File: src/core/fpio_pkg.sv
`default_nettype none
package fpio_pkg;
    localparam int FPIO_W = 8;
    localparam int FPIO_AW = 4;
    localparam logic [3:0] FPIO_ADDR_DATA_A = 4'h0;
    localparam logic [3:0] FPIO_ADDR_DATA_B = 4'h1;
    localparam logic [3:0] FPIO_ADDR_DATA_C = 4'h2;
    localparam logic [3:0] FPIO_ADDR_DATA_D = 4'h3;
    localparam logic [3:0] FPIO_ADDR_DIR_A = 4'h4;
    localparam logic [3:0] FPIO_ADDR_DIR_B = 4'h5;
    localparam logic [3:0] FPIO_ADDR_DIR_C = 4'h6;
    localparam logic [3:0] FPIO_ADDR_CLKCTL = 4'h7;
    localparam logic [3:0] FPIO_ADDR_CONV = 4'h9;
    localparam int FPIO_CONV_ON_BIT = 5;
    localparam int FPIO_CLK_SEL_BIT = 3;
    localparam int FPIO_CLK_PIN_BIT = 2;
    localparam logic [7:0] FPIO_DIR_RESET = 8'h00;
    localparam logic [7:0] FPIO_CONV_RESET = 8'h00;
    localparam logic [7:0] FPIO_CONV_WMASK = 8'h6F;
    localparam logic [7:0] FPIO_CLKCTL_WMASK = 8'h08;
    localparam logic [7:0] FPIO_ZERO = 8'h00;

    typedef struct packed {
        logic [7:0] a;
        logic [7:0] b;
        logic [7:0] c;
    } fpio_bytes_t;
endpackage : fpio_pkg
`default_nettype wire

File: src/core/fpio_sync.sv
`default_nettype none
module fpio_sync
    import fpio_pkg::*;
#(
    parameter int WIDTH = 8
) (
    input wire logic mclk,
    input wire logic rst,
    input wire logic [WIDTH-1:0] async_in,
    output logic [WIDTH-1:0] sync_out
);
    logic [WIDTH-1:0] meta_reg;
    logic [WIDTH-1:0] sync_reg;

    initial begin
        if (WIDTH < 1) begin
            $error("fpio_sync: WIDTH must be positive");
        end
    end

    // First stage is read only by the second stage
    always_ff @(posedge mclk or posedge rst) begin
        if (rst) begin
            meta_reg <= '0;
            sync_reg <= '0;
        end else begin
            meta_reg <= async_in;
            sync_reg <= meta_reg;
        end
    end

    assign sync_out = sync_reg;
endmodule : fpio_sync
`default_nettype wire

File: src/core/fpio_top.sv
// Operation
// - Port D is an eight-bit input-only port, readable at any time.
// - Port D has no direction control and never drives its pins.
// - Converter-on bit 5 at 0x09 makes port D pins analog inputs.
// - Reset clears the converter control register, port D is digital.
// - Port A, B, C data latches at 0x00-0x02, not reset.
// - Port D data at 0x03 returns pin n level in bit n, read-only.
// - Each bit of A, B, C has its own direction bit.
// - With clock output selected, port C bit 2 drives the CPU clock.
// - Direction registers at 0x04-0x06; one means output.
// - Reset clears all direction registers, every pin an input.
// - Zero latch plus toggled direction gives open-drain behaviour.
// - Data read returns latch for outputs, pin level for inputs.
// - Data writes always load the latch; pins driven only as outputs.
// - Clock output forces bit 2 to output and reads return its latch.
// - Direction registers read back the last value written.
//
// Added by the designer: the plain strobed port.
`default_nettype none
module fpio_top
    import fpio_pkg::*;
(
    input wire logic mclk,
    input wire logic rst,
    input wire logic [3:0] bus_addr,
    input wire logic [7:0] bus_wdata,
    input wire logic bus_wr,
    input wire logic bus_rd,
    output logic [7:0] bus_rdata,
    input wire logic [7:0] pin_a_in,
    output logic [7:0] pin_a_out,
    output logic [7:0] pin_a_oe_n,
    input wire logic [7:0] pin_b_in,
    output logic [7:0] pin_b_out,
    output logic [7:0] pin_b_oe_n,
    input wire logic [7:0] pin_c_in,
    output logic [7:0] pin_c_out,
    output logic [7:0] pin_c_oe_n,
    input wire logic [7:0] input_only_pins,
    output logic converter_on,
    output logic [6:0] converter_ctl,
    input wire logic conversion_complete
);
    fpio_bytes_t latch_reg, latch_next;
    fpio_bytes_t dir_reg, dir_next;
    logic [7:0] conv_reg, conv_next;
    logic clk_sel_reg, clk_sel_next;
    logic [7:0] rdata_reg, rdata_next;
    logic clk_div_reg, clk_div_next;
    fpio_bytes_t out_reg, out_next;
    fpio_bytes_t oe_n_reg, oe_n_next;
    logic [7:0] sync_a, sync_b, sync_c, sync_d, sync_misc;
    logic conversion_complete_sync;
    logic [7:0] dir_c_eff;

    fpio_sync #(.WIDTH(8)) u_sync_a (
        .mclk(mclk), .rst(rst), .async_in(pin_a_in), .sync_out(sync_a)
    );
    fpio_sync #(.WIDTH(8)) u_sync_b (
        .mclk(mclk), .rst(rst), .async_in(pin_b_in), .sync_out(sync_b)
    );
    fpio_sync #(.WIDTH(8)) u_sync_c (
        .mclk(mclk), .rst(rst), .async_in(pin_c_in), .sync_out(sync_c)
    );
    fpio_sync #(.WIDTH(8)) u_sync_d (
        .mclk(mclk), .rst(rst), .async_in(input_only_pins),
        .sync_out(sync_d)
    );
    fpio_sync #(.WIDTH(8)) u_sync_misc (
        .mclk(mclk), .rst(rst), .async_in({7'h00, conversion_complete}),
        .sync_out(sync_misc)
    );
    assign conversion_complete_sync = sync_misc[0];

    // Mix latch and pin per bit: latch for outputs, pin for inputs
    function automatic logic [7:0] mix_read(input logic [7:0] dir,
                                            input logic [7:0] latch,
                                            input logic [7:0] pin);
        mix_read = (dir & latch) | (~dir & pin);
    endfunction : mix_read

    always_comb begin
        dir_c_eff = dir_reg.c;
        if (clk_sel_reg) begin
            dir_c_eff[FPIO_CLK_PIN_BIT] = 1'b1;
        end
    end

    // Data latches: no reset, their power-up content is undefined
    always_comb begin
        latch_next = latch_reg;
        if (bus_wr) begin
            case (bus_addr)
                FPIO_ADDR_DATA_A: latch_next.a = bus_wdata;
                FPIO_ADDR_DATA_B: latch_next.b = bus_wdata;
                FPIO_ADDR_DATA_C: latch_next.c = bus_wdata;
                default: latch_next = latch_reg;
            endcase
        end
    end

    always_ff @(posedge mclk) begin
        latch_reg <= latch_next;
    end

    always_comb begin
        dir_next = dir_reg;
        conv_next = conv_reg;
        clk_sel_next = clk_sel_reg;
        if (bus_wr) begin
            case (bus_addr)
                FPIO_ADDR_DIR_A: dir_next.a = bus_wdata;
                FPIO_ADDR_DIR_B: dir_next.b = bus_wdata;
                FPIO_ADDR_DIR_C: dir_next.c = bus_wdata;
                FPIO_ADDR_CLKCTL: begin
                    clk_sel_next = bus_wdata[FPIO_CLK_SEL_BIT];
                end
                FPIO_ADDR_CONV: begin
                    conv_next = bus_wdata & FPIO_CONV_WMASK;
                end
                default: dir_next = dir_reg;
            endcase
        end
    end

    always_ff @(posedge mclk or posedge rst) begin
        if (rst) begin
            dir_reg <= {FPIO_DIR_RESET, FPIO_DIR_RESET, FPIO_DIR_RESET};
            conv_reg <= FPIO_CONV_RESET;
            clk_sel_reg <= 1'b0;
        end else begin
            dir_reg <= dir_next;
            conv_reg <= conv_next;
            clk_sel_reg <= clk_sel_next;
        end
    end

    // Read data stands the cycle after the read strobe only
    always_comb begin
        rdata_next = FPIO_ZERO;
        if (bus_rd) begin
            case (bus_addr)
                FPIO_ADDR_DATA_A:
                    rdata_next = mix_read(dir_reg.a, latch_reg.a, sync_a);
                FPIO_ADDR_DATA_B:
                    rdata_next = mix_read(dir_reg.b, latch_reg.b, sync_b);
                FPIO_ADDR_DATA_C:
                    rdata_next = mix_read(dir_c_eff, latch_reg.c, sync_c);
                FPIO_ADDR_DATA_D: rdata_next = sync_d;
                FPIO_ADDR_DIR_A: rdata_next = dir_reg.a;
                FPIO_ADDR_DIR_B: rdata_next = dir_reg.b;
                FPIO_ADDR_DIR_C: rdata_next = dir_reg.c;
                FPIO_ADDR_CLKCTL:
                    rdata_next = {4'h0, clk_sel_reg, 3'h0};
                FPIO_ADDR_CONV:
                    rdata_next = {conversion_complete_sync, conv_reg[6:0]};
                default: rdata_next = FPIO_ZERO;
            endcase
        end
    end

    // Pin drive; clock output is mclk halved since outputs must be flopped
    always_comb begin
        clk_div_next = clk_sel_reg ? ~clk_div_reg : 1'b0;
        out_next = latch_next;
        oe_n_next.a = ~dir_next.a;
        oe_n_next.b = ~dir_next.b;
        oe_n_next.c = ~dir_next.c;
        if (clk_sel_next) begin
            out_next.c[FPIO_CLK_PIN_BIT] = clk_div_next;
            oe_n_next.c[FPIO_CLK_PIN_BIT] = 1'b0;
        end
    end

    always_ff @(posedge mclk or posedge rst) begin
        if (rst) begin
            rdata_reg <= FPIO_ZERO;
            clk_div_reg <= 1'b0;
            out_reg <= {FPIO_ZERO, FPIO_ZERO, FPIO_ZERO};
            oe_n_reg <= {8'hFF, 8'hFF, 8'hFF};
        end else begin
            rdata_reg <= rdata_next;
            clk_div_reg <= clk_div_next;
            out_reg <= out_next;
            oe_n_reg <= oe_n_next;
        end
    end

    assign bus_rdata = rdata_reg;
    assign pin_a_out = out_reg.a;
    assign pin_b_out = out_reg.b;
    assign pin_c_out = out_reg.c;
    assign pin_a_oe_n = oe_n_reg.a;
    assign pin_b_oe_n = oe_n_reg.b;
    assign pin_c_oe_n = oe_n_reg.c;
    // Port D has no drive path at all; analog muxing is outside
    assign converter_on = conv_reg[FPIO_CONV_ON_BIT];
    assign converter_ctl = conv_reg[6:0];
endmodule : fpio_top
`default_nettype wire

File: config.mk
export PLATFORM = sky130hd
export DESIGN_NAME = fpio_top
export DESIGN_NICKNAME = d
export VERILOG_FILES = /design/src/core/fpio_pkg.sv /design/src/core/fpio_sync.sv /design/src/core/fpio_top.sv
export SDC_FILE = /design/constraint.sdc
export NUM_CORES = 1
export LEC_CHECK = 0
export ABC_AREA = 1
export BUFFER_PORTS_ARGS = -buffer_cell sky130_fd_sc_hd__buf_2
export CORE_UTILIZATION = 40
export DETAILED_ROUTE_END_ITERATION = 10
export SYNTH_ARGS = -nofsm -noshare
export SYNTH_HDL_FRONTEND = slang
export SYNTH_HIERARCHICAL = 1
export SYNTH_SLANG_ARGS = --single-unit
File: constraint.sdc
create_clock -name mclk -period 2.8 [get_ports mclk]
set_input_delay 0.42 -clock mclk [delete_from_list [all_inputs] [get_ports mclk]]
set_output_delay 0.42 -clock mclk [all_outputs]
set_load 0.005 [all_outputs]
Yosys cells after proc, flatten, opt, wreduce, memory -nomap -nowiden --
Index checks and enable logic that the tools add are counted.
Word-level totals: bits in registers 178, bits of input ports 49
Operators by class: equal/unequal tests 8, muxes and demuxes 16, bitwise operators 16, reductions and logical operators 2
Operator list (number):
- $pmux W8 S9 | 1
- $mux W8 | 7
- $and A8 B8 Y8 | 6
- $mux W24 | 2
- $not A8 Y8 | 6
- $or A8 B8 Y8 | 3
- $eq A4 B3 Y1 const B | 4
- $eq A4 B2 Y1 const B | 2
- $mux W1 | 6
- $eq A4 B1 Y1 const B | 1
- $eq A4 B4 Y1 const B | 1
- $logic_not A4 Y1 | 1
- $reduce_and A2 Y1 | 1
- $not A1 Y1 | 1

Logic depth before layout (Yosys ltp) --
Gate-level depths: netlist of run 1.
depth in word-level cells 6, gate-level depth with buffers 9, gate-level depth less buffers 9

Cells and area by module --
The synthesis of run 1 kept the hierarchy.
Modules (own cells, without submodules):
- fpio_top | times used 1, cells an instance 515, area each 4473.0 sq um, sequential area each 2712.6 sq um
- fpio_sync | times used 5, cells an instance 17, area each 404.1 sq um, sequential area each 400.4 sq um

Least setup slack after synthesis of run 1 --
Ideal clock, no wire load.
path type input port to flip-flop, start input port bus_addr[2], end register out_reg (netlist bit pin_a_out[6]), arrival 1.236 ns, data required time 2.664 ns, slack 1.429 ns, stages 7, path buffers 1, cells stage by stage inv_2 > nand2_2 > nor2_4 > nand2_1 > buf_2 > nand2_1 > o21ai_0
RTL lines:
- from (decl) | RTL line fpio_top.sv:25 | input wire logic [3:0] bus_addr,
- to (signal assigned) | RTL line fpio_top.sv:179 | out_reg <= {FPIO_ZERO, FPIO_ZERO, FPIO_ZERO};
- to (signal assigned) | RTL line fpio_top.sv:184 | out_reg <= out_next;
- to (decl) | RTL line fpio_top.sv:50 | fpio_bytes_t out_reg, out_next;

==> results of run 1 <==
[worst paths after layout]
check | start | endpoint | cells past startpoint
setup / recovery | bus_addr[2] | dir_c_eff[7] | 6
hold / removal | pin_b_in[6] | u_sync_b/meta_reg[6] | 1
setup reg to reg | dir_c_eff[3] | bus_rdata[3] | 7
hold reg to reg | u_sync_d/meta_reg[5] | u_sync_d/sync_out[5] | 0
max in group asynchronous | rst | bus_rdata[3] | 4
min in group asynchronous | rst | u_sync_misc/meta_reg[0] | 3
[per-layer routing]
| layer | up-vias | track usage [%] | part of all wire, % |
|---|---|---|---|
| met5 | - | 0 | 0 |
| met4 | 0 | 10.21 | 3.1 |
| met3 | 31 | 5.862 | 6.6 |
| met2 | 152 | 30.16 | 45 |
| met1 | 2002 | 25.99 | 45 |
| li1 | 2051 | - | - |
[through the flow]
| stage | std cells | cell area (um^2) | util [%] | hold slack, ns | setup slack [ns] |
|---|---|---|---|---|---|
| 5_1_grt | 905 | 7501 | 50.84 | 0.06214 | 1.184 |
| 4_1_cts | 905 | 7501 | 50.84 | 0.06922 | 1.290 |
| 3_5_place_dp | 872 | 6877 | 46.61 | 0.3347 | 0.8567 |
| 3_3_place_gp | 872 | 6877 | 46.61 | 0.3334 | 0.8963 |
| 6_report | 905 | 7501 | 50.84 | 0.08655 | 1.299 |
| 2_1_floorplan | 586 | 6143 | - | 0.1612 | 0.1412 |
[power groups by stage]
stage | Sequential, W | Clock (W) | Combinational [W]
2_1_floorplan | 0.00319 | 0 | 0.000422
3_3_place_gp | 0.00322 | 0 | 0.000769
3_5_place_dp | 0.00322 | 0 | 0.000782
4_1_cts | 0.00318 | 0.00250 | 0.000789
5_1_grt | 0.00322 | 0.00261 | 0.000889
6_report | 0.00318 | 0.00244 | 0.000781
[cell type report]
| cell class | count | area [um^2] | share of cell area [%] |
|---|---|---|---|
| sequential | 178 | 4364 | 58.18 |
| timing repair buffer | 114 | 580.6 | 7.740 |
| clock inverter | 13 | 171.4 | 2.285 |
| inverter | 77 | 290.3 | 3.870 |
| multi-input combinational | 320 | 1421 | 18.95 |
| tap | 184 | 230.2 | 3.069 |
| clock buffer | 19 | 442.9 | 5.905 |
[worst reg2reg max path, stage by stage (launching register included)]
cell and delay [ns]:
dfrtp_1 0.38, inv_1 0.11, nand2_1 0.06, nand2_1 0.08, nand2_1 0.11, nand3_1 0.16
nor2_1 0.06, a21oi_1 0.16
==> metrics.txt, run 1 <==
status=completed; antenna violations before repair=0; commonest non-fill, non-tap cells in the layout=nand2_1 (185), dfrtp_1 (130), buf_2 (111); vias in the first global route=4,318; Final Skew=between 0.009 and 0.01 ns; clock root cell=clkbuf_16; unrepaired setup endpoints after global routing=no; CP Data Arrival Time=between 1.5 and 2 ns; number of flip-flops in the largest register=24; Max-slew headroom=54.73%; DR pass1 iterations=4; Area Overhead vs Synth=22.10%; ANT cells=0; Clock Tree Buf Depth=2; Critical Path End Type=flop; final hold vios=0; CTS Sinks=~180; Routability Congestion=roughly 0.84; fin crit share=53.61%; critical path cell sequence=buf_2 -> inv_2 -> nor2_4 -> nand3_2 -> o21ai_1 -> inv_1; Post-DP HPWL=about 10,000 um; most common cell after layout, fill and taps aside=nand2_1; port buffer count=around 110; post-synthesis net count=635; slowest CP cell=nand3_2; DRT iter0 DRCs=293; H-tree depth=4; HP Class=in -> reg; Worst-Skew Late Latency=about 0.44 ns; fmax=666.2 MHz; first-pass GRT wire length=~23,000 um; Leak=3.857 nW; # Post-CTS Setup Buffers=0; Fill cells=1,343; Vias/cell=about 4.7; Post-Syn Area per Cell=10.48 um^2; WL final=around 15,000 um; Crit path buffers/inverters=3; crit path kind=in -> reg; Psw=about 0.0017 W; combinational share of power=12.2%; sequential power share=49.6%; DIE WIDTH=125.9 um; max-cap violations=0; # resized after CTS=0; total power=between 0.006 and 0.007 W; vias post-DR=4,236; Worst Path Max Fanout=17; Worst-path clk slew=about 0.070 ns; critical path data required time=around 3.1 ns; synth warn=6; sw frac=26.06%; TNS Setup=0 ns; Num CTS Buffers=17; Die H=125.9 um; number of hold buffers added after CTS=1; wire length per cell=between 15 and 20 um; die area=0.01586 mm^2; GRT Util Overall=between 10% and 20%; # IOs=113; Max stage delay on crit path=0.47 ns; TritonCTS clock tree=built; core area=between 0.01 and 0.015 mm^2; VDD IR max=0.0004390 V; num rows=44; power density over the cells=roughly 850 mW/mm^2; drc violations=0; flop2flop setup slack=1.60 ns; Routed Antenna Nets=0; Final setup viols=0; Post-Synthesis Cells=approximately 590; layout cells sized above 1=27.60%; Overflow after GRT=0; cell family with most CP delay=simple AND/OR/NAND/NOR gates; crit path launch type=primary input; nets@finish=757; Pins Over Slew Limit=0; internal power=around 0.0047 W; largest net degree at the start of global routing=47; Slew @ Worst Pin=0.6783 ns; post-synthesis cell area=0.006143 mm^2; Clk pwr share=38.2%; Final min period=1.501 ns; initial core utilization=roughly two fifths
(Power assumes the default switching activity.)
==> run 2: changes to the inputs <==
clock period = 1.4 ns   (was 2.8 ns; I/O delays follow)
==> run 2 against run 1 <==
Wire length up 4.1%. Critical path type is now reg -> out. Clock power up 110%. Core utilization up 4.0 points. Sequential power up 100%. Critical endpoint is now pin_b_oe_n[4]. Non-clock buffer count up 56. Final cell count up 6.2%.
==> metrics.txt, run 2 (synthesized netlist as in run 1, its figures left out) <==
unrepaired setup endpoints after global routing=no; Worst Path Max Fanout=1; initial core utilization=41.64%; Crit path buffers/inverters=1; antenna violations before repair=0; port buffer count=111; GRT Util Overall=roughly a fifth; DR pass1 iterations=4; H-tree depth=4; Final min period=roughly 1.3 ns; CP Data Arrival Time=roughly 1.1 ns; Area Overhead vs Synth=31.65%; Slew @ Worst Pin=0.6124 ns; final hold vios=0; Die H=125.9 um; vias in the first global route=4,607; Final setup viols=0; Routability Congestion=0.8547; WL final=15,140 um; max-cap violations=0; Max-slew headroom=roughly 59%; CTS Sinks=178; Overflow after GRT=0; DRT iter0 DRCs=about 270; Post-DP HPWL=10,790 um; largest net degree at the start of global routing=47; fin crit share=92.88%; Critical Path End Type=output port; drc violations=0; die area=0.01586 mm^2; fmax=769.0 MHz; vias post-DR=4,497; DIE WIDTH=125.9 um; register area=around 0.0044 mm^2; crit path kind=reg -> out; core area=between 0.01 and 0.015 mm^2; critical path cell sequence=buf_2; combinational share of power=12.7%; post-route cell area=around 0.0081 mm^2; Clk pwr share=39.1%; status=completed; Clock Tree Buf Depth=2; Vias/cell=4.680; wire length per cell=15.76 um; clock root cell=clkbuf_16; ANT cells=0; internal power=0.009931 W; num rows=44; Pins Over Slew Limit=0; Worst-path clk slew=about 0.060 ns; sequential power share=48.2%; sw frac=24.60%; Psw=roughly 0.0032 W; most common cell after layout, fill and taps aside=nand2_1; DP Area=roughly 0.007 mm^2; Num CTS Buffers=17; number of flip-flops in the largest register=24; # IOs=roughly 110; TritonCTS clock tree=built; Fill cells=1,294; critical path data required time=1.19 ns; placed cell count=892; final non-filler cell total=approximately 960; Worst-Skew Late Latency=about 0.43 ns; Leak=4.137 nW; crit path launch type=flop; slowest CP cell=dfstp_2; VDD IR max=0.0008726 V; commonest non-fill, non-tap cells in the layout=nand2_1 (185), dfrtp_1 (130), buf_2 (111); first-pass GRT wire length=roughly 24,000 um; # Post-CTS Setup Buffers=0; Max stage delay on crit path=roughly 0.55 ns; layout cells sized above 1=27.93%; nets@finish=813; Routed Antenna Nets=0; cell family with most CP delay=flip-flops; power density over the cells=1628 mW/mm^2; HP Class=in -> reg; Multi-input gate area=between 0.001 and 0.0015 mm^2; Final Skew=0.007536 ns
run 2: cell types whose count changed in the layout (fill, tap and decap cells not counted), sizes merged:
cell | before | now
inv | 81 | 77
clkbuf | 19 | 25
buf | 113 | 133
bufinv | 3 | 4
dlygate4sd3 | 1 | 37
clkinv | 4 | 1
run 2: what timing repair did:
| action | in CTS | in global routing |
|---|---|---|
| hold buffers | 37 | 0 |
| resized for setup | 0 | 0 |
| hold endpoints to repair | 107 | 0 |
run 2: path summary, 6_finish.rpt:
kind	from	end	slack (ns)	depth (start not counted)
worst min register to register	u_sync_b/meta_reg[1]	u_sync_b/sync_out[1]	0.34	0
worst max register to register	clk_sel_reg	bus_rdata[2]	0.28	8
worst min-delay path	bus_wdata[7]	pin_b_oe_n[7]	0.04	2
min in group asynchronous	rst	u_sync_misc/meta_reg[0]	0.26	3
worst max-delay path	pin_b_oe_n[4]	pin_b_oe_n[4]	0.1	1
max in group asynchronous	rst	pin_c_oe_n[3]	0.44	4
run 2: per-stage QoR:
stage	setup slack, ns	hold WS (ns)	setup TNS [ns]	power (W)	util (%)
after floorplan	0.1878	-0.04882	0	0.007223	-
after global placement	-0.03647	0.1417	-0.04559	0.007993	47.90
after detailed placement	-0.08289	0.1473	-0.1582	0.008039	47.90
after CTS	0.07969	0.01134	0	0.01329	54.82
after global routing	0.06280	0.01671	0	0.01380	54.82
final	0.09965	0.03504	0	0.01317	54.82
run 2: metal layers:
layer	part of all wire, %	up-vias	track usage (%)
li1	-	2161	-
met1	45	2176	26.98
met2	48	137	33.21
met3	4.9	23	5.098
met4	2.6	0	10.13
met5	0	-	0
run 2: power groups by stage:
stage	logic (W)	registers [W]	clock network (W)
floorplan	0.000845	0.00638	0
CTS	0.00169	0.00636	0.00524
detailed placement	0.00160	0.00644	0
finish	0.00167	0.00635	0.00515
global route	0.00190	0.00644	0.00547
global placement	0.00157	0.00643	0
run 2: area by class of cell:
type / instances / area share, %
multi-input combinational: 320 / 17.57
clock buffer: 25 / 6.250
clock inverter: 7 / 1.795
tap: 184 / 2.847
timing repair buffer: 170 / 13.95
sequential: 178 / 53.96
inverter: 77 / 3.620
